[src/logic/fadc_params.svh]
// constants for the flash converter encode and output pipeline
// assumes one 100 MHz clock; included by the package and the design
`ifndef FADC_PARAMS_SVH
`define FADC_PARAMS_SVH
`define FADC_NUM_CMP 512
`define FADC_CODE_W 9
`define FADC_CODE_MAX 9'h1FF
`define FADC_TOP_CMP 511
`define FADC_FIFO_DEPTH 4
`define FADC_FIFO_AW 2
`define FADC_CODE_RST 9'h000
`define FADC_CLK_PERIOD_NS 10
`define FADC_OUTPUT_DELAY_NS 27
`define FADC_OUTPUT_DELAY_CYC \
    ((`FADC_OUTPUT_DELAY_NS / `FADC_CLK_PERIOD_NS) < 1 ? 1 : \
    (`FADC_OUTPUT_DELAY_NS / `FADC_CLK_PERIOD_NS))
`endif

[src/logic/fadc_pkg.sv]
// types shared by the converter back end
// assumes fadc_params.svh on the include path
`default_nettype none
`include "fadc_params.svh"
package fadc_pkg;
    typedef logic [`FADC_NUM_CMP-1:0] fadc_thermo_t;
    typedef logic [`FADC_CODE_W-1:0] fadc_code_t;
    // fifo word: overrange flag on top of the code
    typedef logic [`FADC_CODE_W:0] fadc_word_t;
endpackage
`default_nettype wire
[src/logic/fadc_pipe.sv]
// flash converter encode and output pipeline, with its result fifo
// latch on sample clock rise, encode on its fall, load on next rise
// assumes comparator outputs and the sample clock pair arrive from pins
// assumes clk well above the sample clock, each phase two clk or more
// the code counts the active comparators below the top one; the top one feeds the flag
`timescale 1ns/1ps
`default_nettype none
`include "fadc_params.svh"

////////////////////////////////////////////////////////////////////////
// small synchronous fifo, valid/ready on both sides
// storage is plain flops read at the read pointer; depth a power of two
module fadc_fifo #(
    parameter int WIDTH = 10,
    parameter int DEPTH = 4,
    parameter int AW = 2
) (
    // clock and reset
    input wire logic clk,
    input wire logic rst,
    // fill side
    input wire logic in_valid,
    output logic in_ready,
    input wire logic [WIDTH-1:0] in_data,
    // drain side
    output logic out_valid,
    input wire logic out_ready,
    output logic [WIDTH-1:0] out_data
);
    // storage and pointers
    logic [WIDTH-1:0] mem_q [DEPTH];
    logic [AW-1:0] wr_q;
    logic [AW-1:0] rd_q;
    logic [AW:0] cnt_q;
    // transfers on each side
    wire push = in_valid && in_ready;
    wire pop = out_valid && out_ready;

    // full and empty from the occupancy count, which is one bit wider
    // than the pointers so that a full fifo does not read as empty;
    // a pop in the same cycle frees a slot for the push
    assign in_ready = (cnt_q != (AW+1)'(DEPTH)) || out_ready;
    assign out_valid = (cnt_q != '0);
    assign out_data = mem_q[rd_q];

    // storage write; no reset needed, as a word is only read after
    // it has been written
    always_ff @(posedge clk) begin
        if (push) begin
            mem_q[wr_q] <= in_data;
        end
    end

    // pointers and count
    always_ff @(posedge clk) begin
        if (rst) begin
            wr_q <= '0;
            rd_q <= '0;
            cnt_q <= '0;
        end else begin
            // pointers wrap at DEPTH, a power of two
            if (push) begin
                wr_q <= wr_q + 1'b1;
            end
            if (pop) begin
                rd_q <= rd_q + 1'b1;
            end
            // count moves only when one side acts alone
            if (push && !pop) begin
                cnt_q <= cnt_q + 1'b1;
            end else if (pop && !push) begin
                cnt_q <= cnt_q - 1'b1;
            end
        end
    end
endmodule // fadc_fifo

////////////////////////////////////////////////////////////////////////
// top: latch, encode and output register
// pin rise to new code is about three clk: two sync flops, then the
// output register; the code shown is always one sample behind
module fadc_pipe
    import fadc_pkg::*;
(
    // clock and reset
    input wire logic clk,
    input wire logic rst,
    // differential sample clock from the partner
    input wire logic sample_clock,
    input wire logic sample_clock_n,
    // comparator array outputs, bit i set when input above level i
    input wire logic [`FADC_NUM_CMP-1:0] cmp_level,
    // result, true and complement
    output logic [`FADC_CODE_W-1:0] code_true,
    output logic [`FADC_CODE_W-1:0] code_comp,
    output logic overrange_flag,
    output logic overrange_flag_n,
    // status
    output logic code_valid,
    output logic sample_dropped
);
    // synchroniser, latch and fifo state
    fadc_thermo_t cmp_s1_q;
    fadc_thermo_t cmp_s2_q;
    fadc_thermo_t thermo_q;
    logic [1:0] clk_s1_q;
    logic [1:0] clk_s2_q;
    logic sclk_q;
    logic latched_q;
    fadc_word_t enc_d;
    fadc_word_t fifo_out;
    logic fifo_in_ready;
    logic fifo_out_valid;
    // output register
    fadc_code_t code_q;
    logic ovf_q;
    logic valid_q;
    logic drop_q;

    // count of active comparators below the top one; with all 511 on
    // the count is 511, so the top comparator is left to the flag
    function automatic fadc_code_t fadc_count(input fadc_thermo_t t);
        fadc_code_t n;
        n = '0;
        for (int i = 0; i < `FADC_TOP_CMP; i++) begin
            n = n + fadc_code_t'(t[i]);
        end
        return n;
    endfunction

    // two-flop synchronisers for every pin input; the wide comparator
    // bus is sampled only well after the partner last moved it, so its
    // bits cannot be caught half way through a change
    always_ff @(posedge clk) begin
        clk_s1_q <= {sample_clock, sample_clock_n};
        clk_s2_q <= clk_s1_q;
        cmp_s1_q <= cmp_level;
        cmp_s2_q <= cmp_s1_q;
    end

    // clock level is true phase high with complement low
    // a pair caught mid-swap reads low, which only delays the edge
    wire sclk_lvl = clk_s2_q[1] && !clk_s2_q[0];
    wire sclk_rise = sclk_lvl && !sclk_q;
    wire sclk_fall = !sclk_lvl && sclk_q;

    // encoder: count gives 0..511, top comparator gives overrange
    // enc_d is taken at a fall, a phase after the latch settled
    wire fadc_code_t enc_code = fadc_count(thermo_q);
    wire enc_ovf = thermo_q[`FADC_TOP_CMP];
    assign enc_d = {enc_ovf, enc_code};

    // level tracker, not reset: after a reset it already holds the
    // present level, so a reset let go in the high phase makes no
    // false rising edge
    always_ff @(posedge clk) begin
        sclk_q <= sclk_lvl;
    end

    // comparator latch; latched_q says a real sample is held, so the
    // first fall after a reset pushes no stale word
    always_ff @(posedge clk) begin
        if (rst) begin
            thermo_q <= '0;
            latched_q <= 1'b0;
        end else if (sclk_rise) begin
            thermo_q <= cmp_s2_q;
            latched_q <= 1'b1;
        end
    end

    // a fall pushes the word encoded from the sample just latched
    wire push_req = sclk_fall && latched_q;

    // encoded words wait here until the next rising edge; with the
    // clock alternating the fifo holds one word, the rest is slack
    fadc_fifo #(
        .WIDTH(`FADC_CODE_W + 1),
        .DEPTH(`FADC_FIFO_DEPTH),
        .AW(`FADC_FIFO_AW)
    ) fadc_fifo_i (
        .clk(clk),
        .rst(rst),
        .in_valid(push_req),
        .in_ready(fifo_in_ready),
        .in_data(enc_d),
        .out_valid(fifo_out_valid),
        .out_ready(sclk_rise),
        .out_data(fifo_out)
    );

    // output register, loaded only on a rising edge; a rise that finds
    // the fifo empty leaves the outputs as they are, and a word that
    // cannot enter a full fifo is reported by a one-cycle pulse
    always_ff @(posedge clk) begin
        if (rst) begin
            code_q <= `FADC_CODE_RST;
            ovf_q <= 1'b0;
            valid_q <= 1'b0;
            drop_q <= 1'b0;
        end else begin
            drop_q <= push_req && !fifo_in_ready;
            // the flag rides in the same word as its code
            if (sclk_rise && fifo_out_valid) begin
                code_q <= fifo_out[`FADC_CODE_W-1:0];
                ovf_q <= fifo_out[`FADC_CODE_W];
                valid_q <= 1'b1;
            end
        end
    end

    // true and complement pairs; capture logic picks the polarity of
    // each bit to suit the number format it wants
    assign code_true = code_q;
    assign code_comp = ~code_q;
    // the flag travels as a pair as well
    assign overrange_flag = ovf_q;
    assign overrange_flag_n = ~ovf_q;
    // status outputs
    assign code_valid = valid_q;
    assign sample_dropped = drop_q;
endmodule // fadc_pipe
`default_nettype wire

[config.mk]
export PLATFORM = sky130hd
export DESIGN_NAME = fadc_pipe
export DESIGN_NICKNAME = d
export VERILOG_FILES = /design/src/logic/fadc_pkg.sv /design/src/logic/fadc_pipe.sv
export VERILOG_INCLUDE_DIRS = /design/src /design/src/logic
export SDC_FILE = /design/constraint.sdc
export NUM_CORES = 2
export LEC_CHECK = 0
export CAP_MARGIN = 20
export CORE_MARGIN = 2
export CORE_UTILIZATION = 55
export DETAILED_ROUTE_END_ITERATION = 16
export DONT_BUFFER_PORTS = 1
export GPL_ROUTABILITY_DRIVEN = 0
export MAX_ROUTING_LAYER = met4
export PLACE_DENSITY = 0.7
export SLEW_MARGIN = 5
export SYNTH_ARGS = -nofsm -noshare
export SYNTH_HDL_FRONTEND = slang
export SYNTH_SLANG_ARGS = --single-unit
[constraint.sdc]
create_clock -name clk -period 9.7 [get_ports clk]
set_input_delay 0.97 -clock clk [delete_from_list [all_inputs] [get_ports clk]]
set_output_delay 0.97 -clock clk [all_outputs]
set_load 0.1 [all_outputs]
==> impl_summary.md <==
Die
The effective utilization at floorplan is approximately 56%. The boundary pin count is 538. The horizontal die dimension is between 300 and 400 µm. The die covers between 100000 and 150000 µm². From bottom edge to top edge, the die measures 318 µm. The core region is 97000 µm².

The row count is 114.

Global route
The number of antenna violations at the first check in global routing came to 101. The via count of the first global-routing pass is 31493. The global-route wire length before repair is about 180000 µm. The maximum number of pins on one net before global-route repair is 533. The overall fraction of global-route tracks in use is approximately a quarter.

The total congestion overflow is 0.

Critical path
The worst-path maximum fanout is 4. The number of cells on the worst reg-to-reg path is 26. The nature of the critical path endpoint is a register. The worst reg2reg path endpoint is fadc_fifo_i.mem_q[3][8]. Data on the critical path is required at its endpoint by about 10 ns. The path type of the worst setup path is reg -> reg.

The source of the worst register-to-register timing path is thermo_q[311]. For flop-to-flop paths, the worst setup slack is a little under 0.6 ns. The kind of start point of the critical path is a register. The data arrival time at the worst-slack endpoint is 9.65 ns.

The most critical setup path has its startpoint at thermo_q[311].

Worst hold path
The number of stages on the worst hold path is 0. For hold timing, the worst endpoint is cmp_s1_q[285]. The classification of the worst-slack hold path is in -> reg.

The source of the worst hold timing path is cmp_level[285].

Routing
The detail-routed via count per cell is about 4.8. The residual DRC count is 0. The pre-antenna-repair detailed-routing pass consisted of 7 iterations. The number of nets with antenna violations after detailed routing is 0. The initial DRC count is between 1500 and 2000.

The wire length per cell is around 19 µm. The vias after detailed routing is about 30000. For this block, the routed nets add up to around 120000 µm of wire.

Synth
In the post-synthesis netlist, the biggest area contributors are dfxtp_1, fa_1, nand2_1. Counting every instance in the synthesized netlist gives 4712. Yosys mapped a number of flops with a built-in enable equal to 40.

The post-synthesis net count is around 5800. The Yosys step of the flow raised 0 warnings. The sequential area share after synthesis is about three fifths. After synthesis, the share of flip-flops with an asynchronous set or reset is 0%.

The library cell with the largest summed area after synthesis is dfxtp_1. The count of unique library cells instantiated by Yosys is 40. In this run the biggest area consumer among cell types represents 57.8% of the synthesized area. Counting flops and latches in the post-synthesis netlist gives between 1500 and 2000. The post-synth design cell area is 54100 µm². A synthesized cell averages around 11 µm². The prevailing post-synth register cell is dfxtp_1.

Timing
At the pin with the least slew margin, the transition time is ~3.2 ns. The minimum clock period after layout is 9.12 ns. Setup repair after global routing left no endpoint under its margin. The count of final max-slew check failures is ~350. The worst slew margin relative to its limit is -113%. The setup skew after layout is ~0.032 ns. Timing would allow up to ~110 MHz.

The final hold violation count came to 0. Setup violations remaining at the end of the flow were counted as 0. The post-route fraction of the period consumed by the critical path is approximately 94%. Adding up every negative setup slack in the final design gives 0 ns.

Layout
After routing the design area is slightly above 60000 µm². In the final layout, flip-flops and latches occupy approximately 32000 µm². At the end of the flow, the number of nets in the layout was 5780. Of the cells placed in the final design, the portion with a size suffix greater than 1 is under 10%.

The area growth from synthesis to layout is 12.2%. The count of filler cells inserted in the layout is approximately 7600. The area taken by multi-input logic gates is between 15000 and 20000 µm².

Placement
The number of buffers added on ports is 0. The area of placed instances is 54900 µm². Detailed placement finished with a half-perimeter wire length of about 85000 µm.

Clocking
The number of clock buffers added by TritonCTS is around 150. TritonCTS built the clock tree. The H-tree was split into 4 levels.

Clock-pin slew was measured on the worst setup and hold paths at 0.06 ns. The clock latency on the worst-skew pair is between 0.7 and 0.8 ns. After clock tree synthesis, the setup repair step added 0 buffers. For this design, the CTS-stage hold fixing added 0 buffers.

The number of clock sinks is approximately 1600. The worst-case clock buffer depth is 3. The quantity of gates resized following cts is 0. The tree is rooted in a clkbuf_16.

Outcome
The checks that failed: max-slew violations. The flow ran to the end, but the final reports show violations.

Run
Max-cap violations in this run came to 0.
flip-flops by register name, indices dropped and copies added (netlist names), 2 cells and up:
signal and count:
clk_s1_q 2, clk_s2_q 2, cmp_s1_q 512, cmp_s2_q 512
code_true 9, fadc_fifo_i.cnt_q 3, fadc_fifo_i.mem_q 40, fadc_fifo_i.rd_q 2
fadc_fifo_i.wr_q 2, thermo_q 512
stage by stage:
step | util, % | hold WS [ns] | worst slack (ns) | instances
2_1_floorplan | - | 0.310 | 1.21 | 4712
3_3_place_gp | 56.6 | 0.311 | 0.733 | 5821
3_5_place_dp | 56.6 | 0.312 | 0.594 | 5821
4_1_cts | 62.3 | 0.182 | 0.585 | 6103
5_1_grt | 62.5 | 0.190 | 0.205 | 6162
6_report | 62.5 | 0.239 | 0.580 | 6181
layout make-up:
class | count | share of cell area, %
Sequential cell | 1601 | 53.5
Multi-Input combinational cell | 2207 | 29.7
Clock buffer | 208 | 7.26
Inverter | 727 | 4.50
Tap cell | 1276 | 2.63
Clock inverter | 74 | 1.83
Antenna cell | 77 | 0.318
Timing Repair Buffer | 11 | 0.210
synth_stat cells, types with 4 or more instances:
cell	instances
dfxtp_1	1561
nand2_1	1039
inv_1	726
a21oi_1	521
fa_1	495
buf_2	103
ha_1	67
clkbuf_1	63
edfxtp_1	40
nor2_1	15
mux4_2	10
a21oi_2	9
nand2_2	9
xnor2_1	9
buf_6	8
and2_1	4
placed cells by master (no fill, tap or decap), types with 9 or more instances in the layout:
cell,Yosys,layout
clkinv_2,0,26
edfxtp_1,40,40
nand2_1,1039,1039
clkbuf_16,0,158
mux4_2,10,10
clkbuf_8,0,26
nand2_2,9,9
xnor2_1,9,9
a21oi_1,521,521
ha_1,67,67
a21oi_2,9,9
inv_1,726,726
bufinv_16,0,22
clkbuf_1,63,24
diode_2,0,77
dfxtp_1,1561,1561
fa_1,495,495
nor2_1,15,15
layer usage:
metal  share of wire, %  vias up  track usage, %  wire [µm]
met5                  0        -               -          0
met4                2.7        0            8.58       3180
met3                7.5      226            6.94       8860
met2                 49      791            39.6      57400
met1                 41    14470            29.8      48600
li1                   -    14228               -          -
how the worst max path moves through the flow:
stage,to
after floorplan,fadc_fifo_i.mem_q[0][7]
after global placement,fadc_fifo_i.mem_q[0][8]
after detailed placement,fadc_fifo_i.mem_q[1][6]
after CTS,fadc_fifo_i.mem_q[0][8]
after global routing,fadc_fifo_i.mem_q[0][8]
final,fadc_fifo_i.mem_q[3][8]
critical path, stage by stage, from the launching register on:
cell and delay (ns):
dfxtp_1 0.34, inv_1 0.07, fa_1 0.53, inv_1 0.05, fa_1 0.50, inv_1 0.05
fa_1 0.48, fa_1 0.66, fa_1 0.52, fa_1 0.58, fa_1 0.45, fa_1 0.51
inv_1 0.05, fa_1 0.48, inv_1 0.05, fa_1 0.55, fa_1 0.45, fa_1 0.51
fa_1 0.42, inv_1 0.08, fa_1 0.20, inv_1 0.07, fa_1 0.45, nand2b_1 0.17
a21oi_1 0.27, a21oi_1 0.13, xnor2_1 0.30
cells by family after synthesis:
family	after synthesis	synth area share (%)
flops	1601	60.0
simple gates	1081	7.68
mux	14	0.493
compound gates	538	5.09
xor+xnor	12	0.194
buf+inv	904	6.63
fa+ha+maj	562	19.9
Power is left out: the tool's default activity adds up to more than one toggle a clock period on the data nets, which glitch-free logic cannot reach.
